<file path="config.mk">
export PLATFORM = sky130hd
export DESIGN_NAME = ext_skip_subtract_exec
export DESIGN_NICKNAME = d
export VERILOG_FILES = /design/src/verilog/ext_exec_pkg.sv /design/src/verilog/sub_flag_unit.sv /design/src/verilog/ext_skip_subtract_exec.sv
export SDC_FILE = /design/constraint.sdc
export NUM_CORES = 1
export LEC_CHECK = 0
export BUFFER_PORTS_ARGS = -buffer_cell sky130_fd_sc_hd__buf_2
export CORE_MARGIN = 8
export CORE_UTILIZATION = 30
export CTS_CLUSTER_DIAMETER = 60
export DETAILED_ROUTE_END_ITERATION = 10
export GPL_ROUTABILITY_DRIVEN = 0
export SLEW_MARGIN = 40
export SYNTH_ARGS = -nofsm -noshare
export SYNTH_HDL_FRONTEND = slang
export SYNTH_SLANG_ARGS = --single-unit
</file>
<file path="constraint.sdc">
create_clock -name clk -period 8.4 [get_ports clk]
set_input_delay 0.42 -clock clk [delete_from_list [all_inputs] [get_ports clk]]
set_output_delay 0.42 -clock clk [all_outputs]
set_load 0.05 [all_outputs]
</file>
<file path="src/verilog/ext_exec_pkg.sv">
package ext_exec_pkg;
    // ==========================================================
    // Operation codes
    typedef enum logic [2:0] {
        OP_NONE,
        OP_INC_TEST_TO_W,
        OP_SKIP_NZ_BIT,
        OP_SKIP_NZ_MEM,
        OP_SUB_TO_W,
        OP_SUB_TO_MEM,
        OP_NIBBLE_EXCHANGE
    } op_t;

    localparam int          DATA_W        = 8;
    localparam int          ADDR_W        = 8;
    localparam int          BIT_SEL_W     = 3;
    localparam int          NIBBLE_W      = 4;
    localparam logic [7:0]  W_RESET       = 8'h00;
    localparam logic [5:0]  FLAGS_RESET   = 6'h00;
    // Flag vector positions
    localparam int          FLAG_C        = 0;
    localparam int          FLAG_HB       = 1;
    localparam int          FLAG_Z        = 2;
    localparam int          FLAG_WRAP     = 3;
    localparam int          FLAG_SC       = 4;
    localparam int          FLAG_CZ       = 5;
    localparam int          FLAGS_W       = 6;
endpackage

</file>
<file path="src/verilog/sub_flag_unit.sv">
`timescale 1ns/1ns
module sub_flag_unit
    import ext_exec_pkg::*;
#(
    parameter int WIDTH = DATA_W
) (
    input  wire logic [WIDTH-1:0] minuend,
    input  wire logic [WIDTH-1:0] subtrahend,
    input  wire logic             prev_z,
    output logic      [WIDTH-1:0] diff,
    output logic      [FLAGS_W-1:0] flags
);
    logic [WIDTH:0]      full;
    logic [NIBBLE_W:0]   low;
    logic                wrap;

    // Half borrow needs a full nibble below the sign bit
    if (WIDTH <= NIBBLE_W) begin : g_width_bad
        $error("WIDTH must exceed a nibble");
    end

    assign full = {1'b0, minuend} - {1'b0, subtrahend};
    assign low  = {1'b0, minuend[NIBBLE_W-1:0]} - {1'b0, subtrahend[NIBBLE_W-1:0]};
    assign diff = full[WIDTH-1:0];
    assign wrap = (minuend[WIDTH-1] != subtrahend[WIDTH-1]) &&
                  (diff[WIDTH-1] != minuend[WIDTH-1]);

    always_comb begin
        flags             = '0;
        flags[FLAG_C]     = ~full[WIDTH];
        flags[FLAG_HB]    = ~low[NIBBLE_W];
        flags[FLAG_Z]     = (diff == '0);
        flags[FLAG_WRAP]  = wrap;
        flags[FLAG_SC]    = diff[WIDTH-1] ^ wrap;
        flags[FLAG_CZ]    = (diff == '0) & prev_z;
    end
endmodule // sub_flag_unit

</file>
<file path="src/verilog/ext_skip_subtract_exec.sv">
`timescale 1ns/1ns
// Functional notes
// - inc_test_to_w loads W with mem byte plus one; memory untouched.
// - inc_test_to_w skips next instruction when the incremented value is zero.
// - Every conditional skip takes two cycles: a dummy slot is inserted.
// - Bit test skips when the selected memory bit is set.
// - skip_if_nonzero_mem skips when the memory byte is nonzero.
// - sub_to_w writes W minus memory byte into W.
// - sub_to_mem writes W minus memory byte back to memory.
// - Subtraction carry is 0 on negative result, 1 on zero or positive.
// - Subtractions update all six flags; skips and increment touch none.
// - nibble_exchange swaps memory byte halves; flags unchanged.
module ext_skip_subtract_exec
    import ext_exec_pkg::*;
(
    input  wire logic                          clk,
    input  wire logic                          rst_b,
    input  wire logic                          op_valid,
    input  wire ext_exec_pkg::op_t             op_code,
    input  wire logic [ext_exec_pkg::ADDR_W-1:0]    op_addr,
    input  wire logic [ext_exec_pkg::BIT_SEL_W-1:0] op_bit,
    input  wire logic [ext_exec_pkg::DATA_W-1:0]    mem_rdata,
    output logic                               busy,
    output logic                               skip_next,
    output logic                               mem_we,
    output logic [ext_exec_pkg::ADDR_W-1:0]    mem_addr,
    output logic [ext_exec_pkg::DATA_W-1:0]    mem_wdata,
    output logic [ext_exec_pkg::DATA_W-1:0]    working_register,
    output logic [ext_exec_pkg::FLAGS_W-1:0]   flags
);
    import ext_exec_pkg::*;

    // ==========================================================
    // Sequencing
    typedef enum logic [0:0] {ST_RUN, ST_DUMMY} state_t;

    state_t                  state_r;
    logic [DATA_W-1:0]       inc_val;
    logic [DATA_W-1:0]       diff;
    logic [FLAGS_W-1:0]      sub_flags;
    logic                    take;
    logic                    skip_cond;

    function automatic logic is_skip(input op_t op);
        return op == OP_INC_TEST_TO_W || op == OP_SKIP_NZ_BIT || op == OP_SKIP_NZ_MEM;
    endfunction

    function automatic logic is_sub(input op_t op);
        return op == OP_SUB_TO_W || op == OP_SUB_TO_MEM;
    endfunction

    // New ops are ignored while the dummy slot runs
    assign take    = op_valid && state_r == ST_RUN;
    assign inc_val = mem_rdata + 8'h01;

    sub_flag_unit #(.WIDTH(DATA_W)) u_sub (
        .minuend    (working_register),
        .subtrahend (mem_rdata),
        .prev_z     (flags[FLAG_Z]),
        .diff       (diff),
        .flags      (sub_flags)
    );

    always_comb begin
        skip_cond = 1'b0;
        unique case (op_code)
            OP_INC_TEST_TO_W: skip_cond = (inc_val == 8'h00);
            OP_SKIP_NZ_BIT:   skip_cond = mem_rdata[op_bit];
            OP_SKIP_NZ_MEM:   skip_cond = (mem_rdata != 8'h00);
            default:          skip_cond = 1'b0;
        endcase
    end

    // ==========================================================
    // Two-cycle skip handling
    always_ff @(posedge clk or negedge rst_b) begin
        if (!rst_b) begin
            state_r <= ST_RUN;
        end else if (take && is_skip(op_code)) begin
            state_r <= ST_DUMMY;
        end else begin
            state_r <= ST_RUN;
        end
    end

    always_ff @(posedge clk or negedge rst_b) begin
        if (!rst_b) begin
            busy      <= 1'b0;
            skip_next <= 1'b0;
        end else begin
            busy      <= take && is_skip(op_code);
            skip_next <= take && is_skip(op_code) && skip_cond;
        end
    end

    // ==========================================================
    // Working register
    always_ff @(posedge clk or negedge rst_b) begin
        if (!rst_b) begin
            working_register <= W_RESET;
        end else if (take && op_code == OP_INC_TEST_TO_W) begin
            working_register <= inc_val;
        end else if (take && op_code == OP_SUB_TO_W) begin
            working_register <= diff;
        end
    end

    // ==========================================================
    // Memory write port; increment-test never writes memory
    always_ff @(posedge clk or negedge rst_b) begin
        if (!rst_b) begin
            mem_we    <= 1'b0;
            mem_addr  <= '0;
            mem_wdata <= '0;
        end else begin
            mem_we    <= 1'b0;
            mem_addr  <= op_addr;
            if (take && op_code == OP_SUB_TO_MEM) begin
                mem_we    <= 1'b1;
                mem_wdata <= diff;
            end else if (take && op_code == OP_NIBBLE_EXCHANGE) begin
                mem_we    <= 1'b1;
                mem_wdata <= {mem_rdata[3:0], mem_rdata[7:4]};
            end
        end
    end

    // ==========================================================
    // Flags: only subtraction touches them
    always_ff @(posedge clk or negedge rst_b) begin
        if (!rst_b) begin
            flags <= FLAGS_RESET;
        end else if (take && is_sub(op_code)) begin
            flags <= sub_flags;
        end
    end
endmodule // ext_skip_subtract_exec

</file>
# == Yosys cells after proc, flatten, opt, wreduce, memory -nomap -nowiden ==
# Index checks and enable logic that the tools add are counted.
# totals
register_bits,34
out_inout_bits,33
in_bits,25
wordCells,52
# classes
bitwise_logic,5
muxes,10
reduce_logical,17
eq_ne,8
addsub,3
magnitude_cmp,1
# ops
operator,n
8-bit two-way mux,4
8-bit zero test,2
"3-bit == test, second input constant",3
1-bit logical AND,9
8-bit by 8-bit subtractor with 9-bit output,1
"8-bit by 1-bit adder with 8-bit output, second input constant",1
8-bit nonzero test,1
"3-bit by 2-bit == test with 1-bit output, second input constant",2
4-bit by 4-bit subtractor with 5-bit output,1
"3-bit by 4-bit < comparator with 1-bit output, second input constant",1
1-bit two-way mux,4
2-bit nonzero test,2
1-bit binary-select mux with 3-bit select,1
"3-bit by 1-bit == test with 1-bit output, second input constant",1
1-bit logical OR,3
1-bit inverter,3
1-bit case mux with 3 select lines,1
1-bit inequality test,2
1-bit bitwise AND,1
1-bit XOR,1

# == Logic depth before layout (Yosys ltp) ==
# depth
depth_word,5
ltp_mapped,11

# == Cells and area by module ==
# From an unflattened synthesis, not the netlist that was laid out.
# unflattened
hier_cells,217
hier_area_um2,2157.1
# modules_own_cells
mod,seq_area_each_um2,cells_each,area_per_inst_um2,n_inst
ext_skip_subtract_exec,825.8,158,1684.1,1
sub_flag_unit,0.0,59,473.0,1

# == Worst setup path after synthesis ==
# OpenSTA, ideal clock, no wires.
# synth_timing
path_kind,reg-to-reg
startpoint,register working_register[1] in the netlist's numbering
endpoint,register flags[5] in the netlist's numbering
arrival_time_ps,2873
setup_ps,103
path_buffers,0
required_time_ps,8297
path_slack_ps,5423
path_stages_with_launch,11
cell_sequence,dfrtp_1 > ha_1 > nor2b_1 > o211ai_1 > a31oi_1 > o21a_1 > nor2_1 > fa_1 > o2111ai_1 > or4_4 > o41ai_2
# synth_via
elab_chain_cells,3
# synth_rtl
element,line,source
"start, declared",ext_skip_subtract_exec.sv:28,"output logic [ext_exec_pkg::DATA_W-1:0] working_register,"
"start signal, assigned",ext_skip_subtract_exec.sv:102,working_register <= inc_val;
"start signal, assigned",ext_skip_subtract_exec.sv:104,working_register <= diff;
8-bit by 8-bit subtractor with 9-bit output,sub_flag_unit.sv:22,"assign full = {1'b0, minuend} - {1'b0, subtrahend};"
8-bit zero test,sub_flag_unit.sv:35,flags[FLAG_CZ] = (diff == '0) & prev_z;
1-bit bitwise AND,sub_flag_unit.sv:35,
"end signal, assigned",ext_skip_subtract_exec.sv:134,flags <= sub_flags;
"end, declared",ext_skip_subtract_exec.sv:29,output logic [ext_exec_pkg::FLAGS_W-1:0] flags
# Every way passes these cells.
# A chain may end at the register's enable or synchronous reset.

# == Worst setup path in the final report ==
# layout_timing
startpoint,register working_register[1] in the netlist's numbering
endpoint,register flags[2] in the netlist's numbering
# layout_via
elab_chain_cells,2
# layout_rtl
element,line,source
8-bit by 8-bit subtractor with 9-bit output,sub_flag_unit.sv:22,
8-bit zero test,sub_flag_unit.sv:32,flags[FLAG_Z] = (diff == '0);
# Every way passes these cells.

==> key figures <==
Finish
  – Antenna cells: 0
  – Post-route cell area: about 2400 µm²
  – Final Net Count: a little over 300
  – Layout cell share with drive strength beyond 1: ~29%
  – FF+latch area: approximately 830 µm²
  – Synthesis-to-finish area growth: 21.8%
  – Multi-input logic area: about 1100 µm²
  – Fillers: between 600 and 700

Drt
  – DRC errors left: 0
  – Routed Wire Length: around 5.5 mm
  – 1st-pass router iterations: 4
  – Vias per cell: 5.06
  – DR iter-0 viols: 71
  – Routed len/inst: around 16 µm
  – Routed Antenna Nets: 0
  – Routed via count: 1,735

GRT
  – Initial antenna violation count: 0
  – First-pass GRT wire length: ~9.1 mm
  – GRT overflow: 0
  – Total global routing track utilization: 11.8%
  – Largest net degree at the start of global routing: 34
  – Vias in the first global route: ~1,700

Logic synthesis
  – Dominant synthesized flop cell: dfrtp_1
  – Syn_nets: between 200 and 250
  – Syn Inst Count: between 200 and 250
  – Yosys cell types: 44
  – Avg Cell Area, Syn: 9.41 µm²
  – Synth Cell Area: about 2000 µm²
  – Sequential fraction of the synthesis area: approximately two fifths
  – Flops & latches, synth: 33
  – Synth async-reset ratio: 100%
  – EDFF count, synth: 0
  – Synth warn: 0

Timing
  – Post-layout min period: about 2.9 ns
  – Max-slew violation total from the final report: 0
  – Max Fclk: around 0.34 GHz
  – Slew headroom: a little under three fifths
  – RSZ-0062 raised after global routing: false
  – Final setup fails: 0
  – Tightest Pin Transition: 0.635 ns
  – Final TNS setup: 0 ns
  – Period Utilization, post-route: 34.8%
  – Hold violation count in the final report: 0
  – Clk_skew: 0.00741 ns

Worst setup path
  – CP max stage delay: between 0.5 and 0.6 ns
  – Slowest CP cell: fa_1
  – CP endpoint kind: register
  – Bufs and invs on worst path: 0
  – Worst EP arrival: 3.13 ns
  – Worst path top cell family by delay: compound AO/OA/AOI/OAI gates
  – Max FO, Critical Path: 4
  – CP Cell Sequence: ha_1 -> nor2b_1 -> o211ai_1 -> a31oi_1 -> o21a_1 -> nor2_1 -> fa_1 -> o2111ai_1 -> or4_4 -> o32ai_2
  – Worst setup path class: reg2reg
  – WP data required: roughly 8.6 ns
  – Critical path launch point type: register

Place
  – Port bufs: 57
  – Cell Area, Placed: ~2300 µm²
  – DP HPWL: ~4.3 mm

Floorplanning
  – Site Rows: 29
  – I/O pin count: 58
  – Die height: between 90 and 100 µm
  – Die span in x: between 90 and 100 µm
  – Die area: between 9000 and 10,000 µm²
  – Total core area: approximately 6300 µm²
  – Initial Utilization: approximately 31%

Clock tree
  – CTS buffer count: 5
  – Postcts setup bufs: 0
  – Root Driver: clkbuf_8
  – Cts repair resizes: 0
  – CTS H-Tree Depth: 2
  – CTS Hold Bufs: 0
  – Skew-Pair Late Insertion Delay: approximately 0.29 ns
  – CTS tree: done
  – CTS max path bufs: 2
  – CTS Sinks: 33
  – Clk slew on worst S/H paths: ~0.080 ns

Run
  – Max-cap viol count: 0

Power
  – VDD IR max: 0.143 mV
  – Leakage power: between 1 and 1.5 nW
  – PD cells: around 300 nW/µm²

Status
  – Status: finished, final reports clean

Hold path
  – Worst Hold Class: in2async
[placed cells by master (no fill, tap or decap), types with 3 or more instances in the layout]
master,netlist,final
a21oi_1,15,15
nor3_1,5,5
nor4_1,3,3
buf_2,4,56
o21ai_0,7,7
o31ai_1,3,3
nor2b_1,4,4
o211ai_1,4,4
xor2_1,3,3
nand2_1,24,24
dfrtp_1,33,33
clkbuf_8,0,5
ha_1,10,10
xnor2_1,7,7
a31oi_1,6,6
nor2_1,24,23
o21a_1,6,6
inv_1,12,12
or3_1,4,4
[routing by layer]
metal / vias to the layer above / routed length, µm / global-route usage (%) / part of all wire, %
met3: 11 / 263 / 2.99 / 4.7
met4: 0 / 94 / 4.14 / 1.7
met2: 46 / 2570 / 18.8 / 46
met5: - / 0 / 0 / 0
li1: 853 / - / - / -
met1: 825 / 2620 / 14.9 / 47
[sequential cells by signal (all words and copies together) (netlist names)]
name              count
mem_we                1
flags                 6
mem_addr              8
working_register      8
mem_wdata             8
busy                  1
skip_next             1
[per-stage QoR]
step / total power (W) / hold slack (ns) / setup slack [ns] / util, % / std cells
2_1_floorplan: 0.000505 / 0.124 / 5.42 / - / 210
6_report: 0.000720 / 0.0546 / 5.47 / 37.9 / 343
3_3_place_gp: 0.000603 / 0.460 / 5.32 / 36.5 / 335
3_5_place_dp: 0.000606 / 0.464 / 5.21 / 36.5 / 335
5_1_grt: 0.000764 / 0.0999 / 5.26 / 37.9 / 343
4_1_cts: 0.000729 / 0.223 / 5.45 / 37.9 / 343
[cell type report]
class,instances,area share (%)
clock buffers,5,2.86
multi-input cells,156,44.3
inverters,12,1.87
well taps,77,4.00
flip-flops and latches,33,34.3
repair buffers,57,12.0
clock inverters,3,0.728
[power breakdown]
part / internal [W] / leakage [nW] / switching (W)
logic: 0.000112 / 0.708 / 0.000266
registers: 0.000194 / 0.393 / 0.0000255
clock network: 0.0000572 / 0.0439 / 0.0000647
[cells by family (layout without fill, tap and decap cells)]
logic type                 Yosys count  after routing  synth area share (%)
adders and majority gates           12             12                  8.36
and+or+nand+nor                     78             78                  19.4
xor gates and xnor gates            10             10                  4.43
muxes                                5              5                  3.86
AOI/OAI and AO/OA                   51             51                  17.7
buffers and inverters               21             77                  4.43
DFF                                 33             33                  41.8
[cells in the mapped netlist, drive strengths merged, types with 4 or more instances]
master | instances | area (µm²)
dfrtp | 33 | 826
nor2 | 25 | 96.4
nand2 | 24 | 90.1
a21oi | 15 | 75.1
inv | 12 | 45.0
ha | 10 | 125
o21ai | 7 | 35.0
xnor2 | 7 | 61.3
a31oi | 6 | 37.5
o21a | 6 | 45.0
buf | 5 | 27.5
nor3 | 5 | 25.0
clkbuf | 4 | 15.0
nor2b | 4 | 25.0
o211ai | 4 | 30.0
or3 | 4 | 25.0
[worst paths after layout]
check	from	endpoint	slack (ns)	cells past startpoint
worst max-delay path	working_register[1]	flags[2]	5.47	10
worst min-delay path	rst_b	flags[5]	0.05	1
worst max register to register	working_register[1]	flags[2]	5.47	10
worst min register to register	flags[4]	flags[4]	0.48	2
max in group asynchronous	rst_b	skip_next	8.02	1
min in group clk	op_addr[7]	mem_addr[7]	0.23	1
Note: power is estimated with default switching activity, not from simulation.
